<file path="src/common/fsp_pkg.sv">
// Constants and types for the flash sector protection checker
// Function
// - Program/erase byte 0xff means unprotected
// - Access byte 0xff means unprotected
// - Access bytes at 0x10..; block everything but fetch
// - Access byte overrides program/erase byte
// - Blocked reads return fixed 00h
// - In debug mode only injected instructions and programmer reads checked
// - Core instruction fetch never protected
// - Both bytes 0xff: all allowed except programmer reads
// - Program/erase byte blocks programmer and debug writes
// - Access byte blocks every path except fetch
// - Only programmer whole-chip erase clears protection
// - No code read through in-circuit programming
// - Large variant: eight sectors, 0x00..0x07, 0x10..0x17
// - Small variant: four sectors, 0x00..0x03, 0x10..0x13
// - Violations set flash security error flag
// - Inhibit bytes live in 64-byte ID block
package fsp_pkg;

   // ------------------------------------------------------------
   // Geometry
   // ------------------------------------------------------------
   localparam int          FSP_MAX_SECTORS = 8;     // Large variant
   localparam int          FSP_SMALL_SECTORS = 4;   // Small variant
   localparam int          FSP_ADDR_W      = 14;    // 16K program space
   localparam int          FSP_SECT_LSB    = 11;    // 2K sectors
   localparam int          FSP_SECT_MSB    = 13;
   localparam int          FSP_ID_W        = 6;     // 64-byte ID block

   // ------------------------------------------------------------
   // ID block layout and values
   // ------------------------------------------------------------
   localparam logic [5:0]  FSP_PE_BASE     = 6'h00; // Program/erase bytes
   localparam logic [5:0]  FSP_ACC_BASE    = 6'h10; // Access bytes
   localparam logic [7:0]  FSP_UNPROT      = 8'hff; // Unprotected value
   localparam logic [7:0]  FSP_BLOCK_DATA  = 8'h00; // Blocked read value
   localparam logic [7:0]  FSP_RST_BYTE    = 8'h00; // Protected until load

   // ------------------------------------------------------------
   // Access paths and operations
   // ------------------------------------------------------------
   typedef enum logic [1:0] {
      FSP_PATH_ICP   = 2'h0,   // in_circuit_programming
      FSP_PATH_IAP   = 2'h1,   // in_application_programming
      FSP_PATH_TABLE = 2'h2,   // Code-table read
      FSP_PATH_FETCH = 2'h3    // Core instruction fetch
   } fsp_path_t;

   typedef enum logic [1:0] {
      FSP_OP_READ    = 2'h0,
      FSP_OP_PROG    = 2'h1,
      FSP_OP_ERASE   = 2'h2,
      FSP_OP_CHIPERS = 2'h3    // Whole-chip erase
   } fsp_op_t;

   // Load sequencer states
   typedef enum logic [3:0] {
      FSP_S_IDLE = 4'b0001,
      FSP_S_REQ  = 4'b0010,
      FSP_S_WAIT = 4'b0100,
      FSP_S_RUN  = 4'b1000
   } fsp_state_t;

   // Inhibit byte protected test
   function automatic logic fsp_prot(input logic [7:0] b);
      return b != FSP_UNPROT;
   endfunction

endpackage

</file>
<file path="src/hw/fsp_decide.sv">
// Per-request protection decision for one access
module fsp_decide
   import fsp_pkg::*;
(
   input  wire logic          pe_prot,
   input  wire logic          acc_prot,
   input  wire fsp_path_t     path,
   input  wire fsp_op_t       op,
   input  wire logic          on_chip_debug_mode,
   input  wire logic          debug_injected_instruction,
   output logic               deny
);

   // ------------------------------------------------------------
   // Decision terms
   // ------------------------------------------------------------
   wire logic is_fetch  = (path == FSP_PATH_FETCH);
   wire logic is_write  = (op == FSP_OP_PROG) || (op == FSP_OP_ERASE);
   // Debug mode without injection is unchecked
   wire logic exempt    = is_fetch ||
                          (on_chip_debug_mode &&
                           !debug_injected_instruction);
   // Injected instruction or programmer: program/erase byte applies
   wire logic pe_path   = (path == FSP_PATH_ICP) ||
                          (on_chip_debug_mode &&
                           debug_injected_instruction);
   // Programmer cannot read code at all
   wire logic icp_read  = (path == FSP_PATH_ICP) &&
                          (op == FSP_OP_READ);
   // Chip erase is the only way out, never denied by protection
   wire logic chip_ers  = (op == FSP_OP_CHIPERS);

   // Access byte wins over program/erase byte; a programmer read is
   // refused even in debug mode, since that path never reads code
   assign deny = icp_read ||
                 (!chip_ers && !exempt &&
                  (acc_prot ||
                   (pe_prot && pe_path &&
                    (is_write || path != FSP_PATH_ICP))));

endmodule

</file>
<file path="src/hw/fsp_top.sv">
// Flash sector protection checker with ID block loader
module fsp_top
   import fsp_pkg::*;
#(
   parameter int unsigned SECTORS = fsp_pkg::FSP_MAX_SECTORS
)(
   input  wire logic                          clk,
   input  wire logic                          rst_n,
   // Flash request from core, debugger or programmer
   input  wire logic                          req_valid,
   input  wire logic [fsp_pkg::FSP_ADDR_W-1:0] req_addr,
   input  wire fsp_pkg::fsp_path_t            req_path,
   input  wire fsp_pkg::fsp_op_t              req_op,
   input  wire logic                          on_chip_debug_mode,
   input  wire logic                          debug_injected_instruction,
   output logic                               req_ready,
   // Gated request to the flash array
   output logic                               fl_valid,
   output logic [fsp_pkg::FSP_ADDR_W-1:0]     fl_addr,
   output fsp_pkg::fsp_op_t                   fl_op,
   input  wire logic                          fl_done,
   input  wire logic [7:0]                    fl_rdata,
   // Answer to the requester
   output logic                               rsp_valid,
   output logic [7:0]                         rsp_data,
   output logic                               rsp_denied,
   output logic                               flash_security_error_flag,
   input  wire logic                          sec_err_clr,
   // ID block read port used by the loader
   output logic                               id_rd,
   output logic [fsp_pkg::FSP_ID_W-1:0]       id_addr,
   input  wire logic [7:0]                    id_rdata,
   output logic                               load_done
);
   import fsp_pkg::*;

   // ------------------------------------------------------------
   // Inhibit byte store
   // ------------------------------------------------------------
   logic [7:0]   pe_q  [FSP_MAX_SECTORS];  // program_erase_inhibit_byte
   logic [7:0]   acc_q [FSP_MAX_SECTORS];  // access_inhibit_byte
   fsp_state_t   st_q;                     // Loader / run state
   logic [3:0]   ld_idx_q;                 // Bit 3 picks access bank
   logic         busy_q;                   // Request sent to flash
   logic [FSP_ADDR_W-1:0] addr_q;
   fsp_op_t      op_q;
   logic         rd_pend_q;                // Answer waits for read data

   // ------------------------------------------------------------
   // Sector select and decision
   // ------------------------------------------------------------
   // Small variant ignores bit 13 so the map folds to four sectors
   wire logic [2:0] sect_full = req_addr[FSP_SECT_MSB:FSP_SECT_LSB];
   wire logic [2:0] sect      = (SECTORS == FSP_SMALL_SECTORS) ?
                                {1'b0, sect_full[1:0]} :
                                sect_full;
   wire logic       pe_prot   = fsp_prot(pe_q[sect]);
   wire logic       acc_prot  = fsp_prot(acc_q[sect]);
   wire logic       deny;
   wire logic       running   = (st_q == FSP_S_RUN);
   wire logic       take      = running && req_valid && !busy_q;
   wire logic       ld_last   = (ld_idx_q[2:0] ==
                                 3'(SECTORS - 1)) && ld_idx_q[3];
   // Loader address: access bytes in upper bank of page 0
   wire logic [5:0] ld_addr   = (ld_idx_q[3] ? FSP_ACC_BASE : FSP_PE_BASE)
                                + {3'h0, ld_idx_q[2:0]};
   wire logic       chip_ers  = (req_path == FSP_PATH_ICP) &&
                                (req_op == FSP_OP_CHIPERS);

   fsp_decide u_decide (
      .pe_prot                    (pe_prot),
      .acc_prot                   (acc_prot),
      .path                       (req_path),
      .op                         (req_op),
      .on_chip_debug_mode         (on_chip_debug_mode),
      .debug_injected_instruction (debug_injected_instruction),
      .deny                       (deny)
   );

   // ------------------------------------------------------------
   // Loader sequencer: ID block to inhibit store after reset
   // ------------------------------------------------------------
   // Bytes reset to a protected value so nothing slips through
   // before the load finishes; requests wait on req_ready.
   always_ff @(posedge clk or negedge rst_n) begin
      if (!rst_n) begin
         st_q     <= FSP_S_IDLE;
         ld_idx_q <= 4'h0;
         id_rd    <= 1'b0;
         id_addr  <= 6'h00;
         load_done <= 1'b0;
      end else begin
         case (st_q)
            FSP_S_IDLE: begin
               st_q <= FSP_S_REQ;
            end
            FSP_S_REQ: begin
               // Inhibit bytes come from the separate ID block
               id_rd   <= 1'b1;
               id_addr <= ld_addr;
               st_q    <= FSP_S_WAIT;
            end
            FSP_S_WAIT: begin
               // ID block answers while the strobe stands
               id_rd <= 1'b0;
               if (ld_last) begin
                  st_q      <= FSP_S_RUN;
                  load_done <= 1'b1;
               end else begin
                  ld_idx_q <= ld_idx_q[2:0] == 3'(SECTORS - 1) ?
                              4'h8 : ld_idx_q + 4'h1;
                  st_q     <= FSP_S_REQ;
               end
            end
            FSP_S_RUN: begin
               st_q <= FSP_S_RUN;
            end
            default: begin
               st_q <= FSP_S_IDLE;
            end
         endcase
      end
   end

   // ------------------------------------------------------------
   // Inhibit byte capture and whole-chip erase
   // ------------------------------------------------------------
   // Reset branch loops over every array entry to load the protected value
   always_ff @(posedge clk or negedge rst_n) begin
      if (!rst_n) begin
         for (int i = 0; i < FSP_MAX_SECTORS; i++) begin
            pe_q[i]  <= FSP_RST_BYTE;
            acc_q[i] <= FSP_RST_BYTE;
         end
      end else if (st_q == FSP_S_WAIT) begin
         if (ld_idx_q[3])
            acc_q[ld_idx_q[2:0]] <= id_rdata;
         else
            pe_q[ld_idx_q[2:0]]  <= id_rdata;
      end else if (take && chip_ers) begin
         // Only the programmer's whole-chip erase unprotects
         for (int i = 0; i < FSP_MAX_SECTORS; i++) begin
            pe_q[i]  <= FSP_UNPROT;
            acc_q[i] <= FSP_UNPROT;
         end
      end
   end

   // ------------------------------------------------------------
   // Request gating toward the flash array
   // ------------------------------------------------------------
   always_ff @(posedge clk or negedge rst_n) begin
      if (!rst_n) begin
         busy_q    <= 1'b0;
         rd_pend_q <= 1'b0;
         fl_valid  <= 1'b0;
         fl_addr   <= '0;
         fl_op     <= FSP_OP_READ;
         addr_q    <= '0;
         op_q      <= FSP_OP_READ;
      end else begin
         if (take && !deny) begin
            // Allowed: forward and hold until flash completes
            busy_q    <= 1'b1;
            fl_valid  <= 1'b1;
            fl_addr   <= req_addr;
            fl_op     <= req_op;
            addr_q    <= req_addr;
            op_q      <= req_op;
            rd_pend_q <= (req_op == FSP_OP_READ);
         end else if (busy_q && fl_done) begin
            busy_q    <= 1'b0;
            fl_valid  <= 1'b0;
            rd_pend_q <= 1'b0;
         end
      end
   end

   // ------------------------------------------------------------
   // Answers to the requester
   // ------------------------------------------------------------
   always_ff @(posedge clk or negedge rst_n) begin
      if (!rst_n) begin
         rsp_valid  <= 1'b0;
         rsp_data   <= 8'h00;
         rsp_denied <= 1'b0;
      end else if (take && deny) begin
         // Blocked reads see a fixed code, never the array
         rsp_valid  <= 1'b1;
         rsp_data   <= FSP_BLOCK_DATA;
         rsp_denied <= 1'b1;
      end else if (busy_q && fl_done) begin
         rsp_valid  <= 1'b1;
         rsp_data   <= rd_pend_q ? fl_rdata : FSP_BLOCK_DATA;
         rsp_denied <= 1'b0;
      end else begin
         rsp_valid  <= 1'b0;
         rsp_denied <= 1'b0;
      end
   end

   // ------------------------------------------------------------
   // Security error flag: a new violation beats a clear
   // ------------------------------------------------------------
   always_ff @(posedge clk or negedge rst_n) begin
      if (!rst_n)
         flash_security_error_flag <= 1'b0;
      else if (take && deny)
         flash_security_error_flag <= 1'b1;
      else if (sec_err_clr)
         flash_security_error_flag <= 1'b0;
   end

   // Ready only after the load, and while no request is in flight
   always_ff @(posedge clk or negedge rst_n) begin
      if (!rst_n)
         req_ready <= 1'b0;
      else
         req_ready <= running && !busy_q && !(take && !deny);
   end

endmodule

</file>
<file path="config.mk">
export PLATFORM = sky130hd
export DESIGN_NAME = fsp_top
export DESIGN_NICKNAME = d
export VERILOG_FILES = /design/src/common/fsp_pkg.sv /design/src/hw/fsp_decide.sv /design/src/hw/fsp_top.sv
export SDC_FILE = /design/constraint.sdc
export NUM_CORES = 1
export LEC_CHECK = 0
export BUFFER_PORTS_ARGS = -buffer_cell sky130_fd_sc_hd__buf_4
export CAP_MARGIN = 20
export CORE_MARGIN = 8
export CORE_UTILIZATION = 58
export CTS_CLUSTER_DIAMETER = 200
export DETAILED_ROUTE_END_ITERATION = 16
export PLACE_DENSITY = 0.85
export SLEW_MARGIN = 20
export SYNTH_ARGS = -nofsm -noshare
export SYNTH_HDL_FRONTEND = slang
export SYNTH_SLANG_ARGS = --single-unit
</file>
<file path="constraint.sdc">
create_clock -name clk -period 2.5 [get_ports clk]
set_clock_uncertainty 0.15 [all_clocks]
set_input_delay 0.5 -clock clk [delete_from_list [all_inputs] [get_ports clk]]
set_output_delay 0.5 -clock clk [all_outputs]
set_load 0.02 [all_outputs]
</file>
After elaboration in Yosys (flattened, before gate mapping)
Cells that the tools add are included.
{ "totals": {"ff_bits": 174, "in_bits": 41, "out_inout_bits": 37, "wordCells": 124} }
{ "op_classes": {"n_addsub": 2, "magnitude_cmp": 3, "n_eq_ne": 13, "mux": 31, "n_bitwise": 3, "reduce_logical": 42} }
{ "ops": {"columns": ["op", "n"], "rows": [
  ["two-way mux 64 bit", 5],
  ["bitwise mux 64 bit", 2],
  ["two-way mux 8 bit", 8],
  ["binary-select mux 8 bit (select 3 bit)", 2],
  ["demux 8 bit (select 3 bit)", 1],
  ["logical AND 1 bit", 18],
  ["inequality test 8 bit (second input constant)", 2],
  ["case mux 4 bit (4 select lines)", 1],
  ["nonzero test 2 bit", 6],
  [">= comparator 4 bit (second input constant)", 2],
  ["two-way mux 1 bit", 8],
  ["two-way mux 4 bit", 2],
  ["NOT 3 -> 4 bit", 2],
  ["AND reduction 2 bit", 4],
  ["adder 5 x 3 -> 6 bit", 1],
  ["equality test 2 bit (second input constant)", 3],
  ["zero test 1 bit", 6],
  ["logical OR 1 bit", 6],
  ["two-way mux 5 bit", 1],
  ["adder 4 x 1 -> 4 bit (second input constant)", 1],
  ["equality test 4 x 1 -> 1 bit (second input constant)", 1],
  ["equality test 4 x 2 -> 1 bit (second input constant)", 1],
  ["equality test 4 x 3 -> 1 bit (second input constant)", 1],
  ["equality test 4 bit (second input constant)", 1],
  ["other kinds (7)", 9]
]} }

Logic depth before layout (Yosys ltp)
Gate-level depths: netlist (run 1).
{ "logic_depth": {"ltp_word": 14, "mapped_depth": 10} }

Cells and area by module
Synthesis (run 1) repeated with hierarchy kept, for this count alone.
{ "hier_totals": {"hier_cells": 540, "area_unflattened_um2": 7484.7} }
{ "by_module_without_submodules": {"columns": ["mod", "n_inst", "cells_per_inst", "area_per_inst_um2", "seq_area_each_um2"], "rows": [
  ["fsp_top", 1, 530, 7407.1, 4305.4],
  ["fsp_decide", 1, 10, 77.6, 0.0]
]} }

Least setup slack after synthesis (run 1)
Ideal clock, no wire load.
{ "synth_path": {"path_type": "in2reg", "from": "input req_op[0]", "to": "register fl_addr[10] in the netlist's numbering", "setup_time_ns": 0.125, "arrival_time_ns": 2.456, "required_time_ns": 2.225, "path_slack_ns": -0.230, "stages": 9, "path_buffers": 1, "cell_sequence": "inv_1 > ha_1 > nor3b_1 > o21ai_1 > o32ai_1 > o31ai_2 > o211ai_2 > buf_4 > mux2_2"} }
{ "synth_between": {"elab_chain_cells": 9, "elab_cells_between_ends": 15} }
{ "synth_rtl": {"columns": ["element", "line_no", "source"], "rows": [
  ["start, declared", "fsp_top.sv:13", "input wire fsp_pkg::fsp_op_t req_op,"],
  ["equality test 2 x 1 -> 1 bit / equality test 2 bit (equally long branches)", "fsp_decide.sv:18", "wire logic is_write = (op == FSP_OP_PROG) || (op == FSP_OP_ERASE);"],
  ["logical OR 1 bit", "fsp_decide.sv:18", null],
  ["logical OR 1 bit", "fsp_decide.sv:39", "(is_write || path != FSP_PATH_ICP))));"],
  ["logical AND 1 bit", "fsp_decide.sv:38", "(pe_prot && pe_path &&"],
  ["logical OR 1 bit", "fsp_decide.sv:37", "(acc_prot ||"],
  ["logical AND 1 bit", "fsp_decide.sv:36", "(!chip_ers && !exempt &&"],
  ["logical OR 1 bit (*)", "fsp_decide.sv:35", "assign deny = icp_read ||"],
  ["zero test 1 bit (*)", "fsp_top.sv:162", "if (take && !deny) begin"],
  ["logical AND 1 bit (*)", "fsp_top.sv:162", null],
  ["end signal, assigned", "fsp_top.sv:166", "fl_addr <= req_addr;"],
  ["end, declared", "fsp_top.sv:19", "output logic [fsp_pkg::FSP_ADDR_W-1:0] fl_addr,"]
]} }
Mark *: on every way between the ends. The rest lies on a longest branch, timed or not.
A chain may end at the register's enable or synchronous reset.

Final worst setup path (run 1)
{ "layout_path": {"from": "register st_q[2]", "to": "register fl_addr[9] in the netlist's numbering"} }
{ "layout_between": {"elab_chain_cells": 4} }
{ "layout_rtl": {"columns": ["element", "line_no", "source"], "rows": [
  ["start, declared", "fsp_top.sv:42", "fsp_state_t st_q;"],
  ["start signal, assigned", "fsp_top.sv:87", "st_q <= FSP_S_IDLE;"],
  ["start signal, assigned", "fsp_top.sv:95", "st_q <= FSP_S_REQ;"],
  ["start signal, assigned", "fsp_top.sv:101", "st_q <= FSP_S_WAIT;"],
  ["equality test 4 bit", "fsp_top.sv:60", "wire logic running = (st_q == FSP_S_RUN);"],
  ["logical AND 1 bit (2 in series)", "fsp_top.sv:61", "wire logic take = running && req_valid && !busy_q;"],
  ["logical AND 1 bit", "fsp_top.sv:162", null]
]} }
Every way passes these cells.

==> results_dict.tcl, run 1 <==
set metrics [dict create \
    endpoint_kind "flip-flop" \
    hold_end "req_ready" \
    r2r.worst_path.cells 6 \
    fin_area_sq_um 8580 \
    layout-drive-gt1-share_pct 24.7 \
    clock_path_buffers 2 \
    rows 40 \
    r2r_end "fl_addr[9]" \
    worstHoldStart "req_valid" \
    drt-pass1-iter-count 5 \
    p_leak_nw 3.92 \
    place_area_sq_um 7990 \
    drc 0 \
    grt_pass1_wl_um 29100 \
    rsz0062_at_grt "no" \
    finalHoldViolCount 0 \
    fillers 776 \
    synth_seq_cells 172 \
    reg2reg_slack_ns 0.16 \
    synth_edf_count 0 \
    final.setup.worst_slack_ns 0.155 \
    maxCapViolations 0 \
    status "completed" \
    ys.flop_type "dfrtp_1" \
    pre_cts_ws_ns -0.285 \
    crit_path_max_fanout 17 \
    nNetsFinal 818 \
    die_area_sq_um 16000 \
    hp-class "in -> reg" \
    die_w_um 126 \
    syn_inst 674 \
    p_clk_share_pct 35.4 \
    grt_busiest_layer "met2" \
    drt-initial-drc-count 423 \
    switching_share_pct 28.4 \
    met2_usage_pct 39.2 \
    clock_latency_ns 0.44 \
    start_kind "flip-flop" \
    root_buffer "clkbuf_16" \
    max-vdd-ir-drop_mv 0.507 \
    antenna_cells 0 \
    cts_buffers 17 \
    syn_area_sq_um 7070 \
    multi_input_area_sq_um 2550 \
    core_region_area_sq_um 12000 \
    setup_viol 0 \
    vias 5608 \
    fmax_mhz 427 \
    fin_crit_sh_pct 93.8 \
    seqPwrFrac_pct 49.0 \
    ioPinCount 78 \
    avgSynthCellArea_sq_um 10.5 \
    mostFrequentLayoutCells "171 x dfrtp_1, 112 x buf_4, 89 x nor2_1, 76 x a21oi_1, 75 x o21ai_0" \
    place.gp.congestion 0.831 \
    antenna_left 0 \
    place_hpwl_um 11900 \
    power.switching_mw 2.05 \
    maxSlewViolCount 0 \
    synth_cell_type_count 55 \
    finalPower_mw 7.21 \
    grtUsageMet1_pct 25.8 \
    seq_area_frac_synth_pct 60.9 \
    pwr-share-comb_pct 15.6 \
    holdPathStages 2 \
    worstSetupPathType "reg -> reg" \
    maxSlewHeadroom_pct 57.1 \
    worstMarginPinSlew_ns 0.642 \
    final_util_pct 71.8 \
    fin_hold_ws_ns 0.105 \
    cts_tree "yes" \
    htree_num_levels 4 \
    reg2reg_from "st_q[2]" \
    grt_usage_pct 23.1 \
    worstPathRequired_ns 2.66 \
    final-seq-area_sq_um 4310 \
    start_util_pct 59.1 \
    overflow 0 \
    p_int_mw 5.16 \
    antenna_found_initial 0 \
    min_period_ns 2.34 \
    use_met3_pct 6.54 \
    wl_per_cell_um 19.2 \
    synth_warnings 0 \
    vias_per_cell 6.01 \
    wirelength_um 17900 \
    io_buffers 75 \
    die_y_um 126 \
    clk_pin_slew_ns 0.07 \
    area_growth_pct 21.5 \
    async_flop_share_pct 100 \
    power_density_nw_per_um2 840 \
    grt_pass1_vias 5787 \
    arrival_ns 2.51 \
    grt_max_degree 61 \
    cts.sinks 172 \
    final_common_cell "dfrtp_1" \
]
kinds of logic (layout without fill, tap and decap cells):
logic type               count (synthesis)  after routing  share of synthesized area [%]
adder cells (fa/ha/maj)                  4              4                          0.708
multiplexers                            22             22                           3.51
AO/OA/AOI/OAI                          189            189                           15.2
flip-flops                             172            172                           60.9
buffers and inverters                   46            157                           3.42
other                                    1              2                         0.0531
AND/OR/NAND/NOR                        239            239                           16.1
XOR/XNOR                                 1              1                          0.124
per-stage QoR:
step                      std cells  TNS [ns]
after floorplan                 675    -0.180
after global placement          900     -1.76
after detailed placement        900     -4.84
after CTS                       933         0
after global routing            933         0
final                           933         0
synthesized netlist by cell type (all sizes together) (4+ instances only):
| cell type | n | share of area [%] |
|---|---|---|
| inv | 7 | 0.37 |
| buf | 27 | 2.4 |
| ha | 4 | 0.71 |
| mux2 | 22 | 3.5 |
| clkbuf | 12 | 0.64 |
| nand2b | 4 | 0.35 |
| nor4b | 4 | 0.67 |
| nand4 | 29 | 2.6 |
| nor2 | 91 | 4.9 |
| and3 | 10 | 0.96 |
| a21oi | 84 | 6.4 |
| nand2 | 74 | 3.9 |
| o21ai | 82 | 5.8 |
| dfrtp | 171 | 61 |
| nor3 | 12 | 0.85 |
how the worst max path moves through the flow:
| stage | cells past startpoint | endpoint | start |
|---|---|---|---|
| finish | 6 | fl_addr[9] | st_q[2] |
| global route | 6 | pe_q[26] | st_q[2] |
| CTS | 10 | rsp_data[1] | req_op[0] |
| detailed placement | 10 | rsp_data[3] | req_op[0] |
| global placement | 10 | rsp_data[0] | req_op[0] |
| floorplan | 9 | fl_addr[10] | req_op[0] |
power groups by stage:
stage | clock, mW | sequential [mW] | combinational (mW)
global placement | 0 | 3.51 | 1.05
detailed placement | 0 | 3.56 | 1.12
CTS | 2.58 | 3.52 | 1.14
global route | 2.69 | 3.58 | 1.24
floorplan | 0 | 3.63 | 0.498
finish | 2.55 | 3.53 | 1.13
registers in the layout (all words and copies together) (netlist names):
register,cells
acc_q,64
pe_q,64
fl_addr,14
rsp_data,8
id_addr,4
ld_idx_q,4
st_q,4
fl_op,2
busy_q,1
flash_security_error_flag,1
id_rd,1
load_done,1
rd_pend_q,1
req_ready,1
rsp_denied,1
rsp_valid,1
metal layers:
metal | share of wire [%] | vias up
met5 | 0 | -
met4 | 3.5 | 0
met3 | 6.4 | 61
met2 | 51 | 220
met1 | 39 | 2779
li1 | - | 2548
cell type report:
class / count / share of cell area (%)
Sequential cell: 172 / 50.2
Multi-Input combinational cell: 457 / 29.7
Timing Repair Buffer: 118 / 11.0
Clock buffer: 18 / 5.12
Tap cell: 147 / 2.14
Clock inverter: 14 / 1.60
Inverter: 7 / 0.306
worst max-delay path, cell delays in order, from the launching register on:
cell and delay (ns):
dfrtp_1 0.46, nor4b_1 0.47, and2_1 0.32, buf_4 0.23, o211ai_4 0.10, buf_12 0.17, mux2_1 0.32
what timing repair did:
item	in CTS	in global routing
setup buffers	0	0
gates resized for setup	0	4
hold endpoints to repair	56	0
endpoints found under the setup margin	0	26
hold buffers	1	0
No activity file was read; power rests on OpenSTA's default activity.
==> run 2: changes to the inputs <==
--- a/config.mk
+++ b/config.mk
@@ -8,10 +8,11 @@
 export BUFFER_PORTS_ARGS = -buffer_cell sky130_fd_sc_hd__buf_4
 export CAP_MARGIN = 20
 export CORE_MARGIN = 8
-export CORE_UTILIZATION = 58
+export CORE_UTILIZATION = 60
 export CTS_CLUSTER_DIAMETER = 200
 export DETAILED_ROUTE_END_ITERATION = 16
-export PLACE_DENSITY = 0.85
+export PLACE_DENSITY = 0.87
+export SETUP_SLACK_MARGIN = 0.4
 export SLEW_MARGIN = 20
 export SYNTH_ARGS = -nofsm -noshare
 export SYNTH_HDL_FRONTEND = slang
==> constraint.sdc (replaced) <==
create_clock -name clk -period 3 [get_ports clk]
set_clock_uncertainty 0.15 [all_clocks]
set_input_delay 0.6 -clock clk [delete_from_list [all_inputs] [get_ports clk]]
set_output_delay 0.6 -clock clk [all_outputs]
set_load 0.02 [all_outputs]
==> run 2 against run 1 <==
Compared with the run above: global-route usage up 1.5 points; final cell count down 2.5%; via count up 1.9%; combinational power down 17%; flip-flop and latch count unchanged; register-to-register slack better by 0.18 ns; sequential power down 16%; maximum frequency down 12%; sequential share of layout area up 0.48 points; largest power group unchanged; highest routed layer unchanged.
==> results_dict.tcl, run 2 (same netlist as run 1, synthesis figures left out) <==
set metrics [dict create \
    status "completed" \
    crit_family "simple AND/OR/NAND/NOR gates" \
    crit_path_max_fanout 16 \
    fillers 664 \
    wl_per_cell_um 21.0 \
    setup_viol 0 \
    cp.depth 6 \
    io_buffers 75 \
    grt_pass1_vias 5854 \
    drt-initial-drc-count 609 \
    arrival_ns 2.80 \
    cts_buffers 17 \
    antenna_left 0 \
    die_w_um 125 \
    rows 39 \
    cpMostUsedCell "nand2_1" \
    maxSlewHeadroom_pct 55.4 \
    fin_crit_sh_pct 88.8 \
    power_density_nw_per_um2 717 \
    start_kind "flip-flop" \
    setup.worst_path.end "pe_q[5]" \
    endpoint_kind "flip-flop" \
    final-seq-area_sq_um 4310 \
    maxCapViolations 0 \
    layout-drive-gt1-share_pct 22.8 \
    slowest_stage "nor4b_1" \
    worstPathRequired_ns 3.14 \
    vias 5716 \
    vias_per_cell 6.28 \
    place_hpwl_um 11700 \
    rsz0062_at_grt "yes" \
    pre_cts_ws_ns -0.0421 \
    fmax_mhz 375 \
    area_growth_pct 20.3 \
    r2r.worst_path.cells 6 \
    fin_cells 910 \
    clock_latency_ns 0.43 \
    grt_usage_pct 24.6 \
    reg_top3 "acc_q (64), pe_q (64), fl_addr (14)" \
    overflow 0 \
    antenna_cells 0 \
    worstMarginPinSlew_ns 0.667 \
    dp.cells 874 \
    place.gp.congestion 0.842 \
    startpoint "st_q[2]" \
    reg2reg_slack_ns 0.33 \
    drc 0 \
    max-vdd-ir-drop_mv 0.621 \
    cp_num_buf_inv 0 \
    nNetsFinal 800 \
    p_leak_nw 3.87 \
    grt_max_degree 61 \
    final.setup.worst_slack_ns 0.335 \
    core_region_area_sq_um 11500 \
    htree_num_levels 4 \
    worstSetupPathType "reg -> reg" \
    antenna_found_initial 0 \
    cts.sinks 172 \
    wirelength_um 19100 \
    die_area_sq_um 15500 \
    start_util_pct 61.6 \
    clock_path_buffers 2 \
    maxSlewViolCount 0 \
    holdPathStages 2 \
    r2r_end "pe_q[5]" \
    die_y_um 125 \
    clk_pin_slew_ns 0.06 \
    root_buffer "clkbuf_16" \
    finalPower_mw 6.10 \
    hp-class "in -> reg" \
    mostFrequentLayoutCells "171 x dfrtp_1, 92 x buf_4, 89 x nor2_1, 76 x a21oi_1, 75 x o21ai_0" \
    critPathMaxStageDelay_ns 0.55 \
    finalHoldViolCount 0 \
    final_common_cell "dfrtp_1" \
    setup_tns_ns 0 \
    cts_tree "yes" \
    grt_pass1_wl_um 30300 \
    cp_cell_sequence "nor4b_1 > and2_1 > o2bb2ai_4 > nand2_1 > nand2_1 > o21ai_0" \
    drt-pass1-iter-count 8 \
    min_period_ns 2.67 \
    multi_input_area_sq_um 2580 \
    reg2reg_from "st_q[2]" \
    ioPinCount 78 \
]
[run 2: cell types whose count changed in the layout (fill, tap and decap cells not counted), sizes merged]
cell and change:
bufinv +1, clkinv -1, buf -19, clkinvlp -3, inv -5, clkbuf +7, or4b +1
[run 2: how the worst min path moves through the flow]
stage	startpoint	endpoint	slack (ns)
global route	req_valid	req_ready	0.20
CTS	req_valid	req_ready	0.20
detailed placement	pe_q[8]	pe_q[8]	0.32
floorplan	rst_n	acc_q[0]	0.15
finish	req_valid	req_ready	0.21
global placement	pe_q[28]	pe_q[28]	0.31
[run 2: per-stage QoR]
step / util, % / area (sq um) / hold slack, ns
global route: 74.2 / 8500 / 0.199
global placement: 67.9 / 7790 / 0.311
CTS: 73.7 / 8450 / 0.204
detailed placement: 67.9 / 7790 / 0.319
finish: 74.2 / 8500 / 0.212
floorplan: - / 7090 / 0.154
[run 2: final cells by class]
cell class                 count  share of cell area (%)
sequential                   172                    50.6
multi-input combinational    458                    30.4
timing repair buffer          99                    9.55
clock buffer                  25                    6.06
tap                          143                    2.10
clock inverter                 6                   0.971
inverter                       7                   0.309
[run 2: power by group]
group | total, mW | switching, mW | internal, mW
logic | 0.934 | 0.535 | 0.400
registers | 2.95 | 0.239 | 2.71
clock network | 2.22 | 0.867 | 1.35
total | 6.10 | 1.64 | 4.46
[run 2: per-layer routing]
metal,track usage (%),share of wire [%],up-vias
met4,13.7,4.4,0
met5,0,0,-
met1,28.2,37,2810
li1,-,-,2512
met3,7.87,8.8,72
met2,40.2,50,322
[run 2: what timing repair did]
item | 4_1_cts | 5_1_grt
setup endpoints to repair | 55 | 85
resized for setup | 6 | 1
pin swaps | 1 | 1
setup buffers | 1 | 2
cloned | 0 | 1
hold buffers | 1 | 0
endpoints found under the hold margin | 1 | 0
[run 2: worst reg2reg max path: cells and delay by family (launching register included)]
| kind | cells | cell delay [ns] |
|---|---|---|
| compound gates | 2 | 0.37 |
| flops | 1 | 0.50 |
| simple gates | 4 | 1.50 |
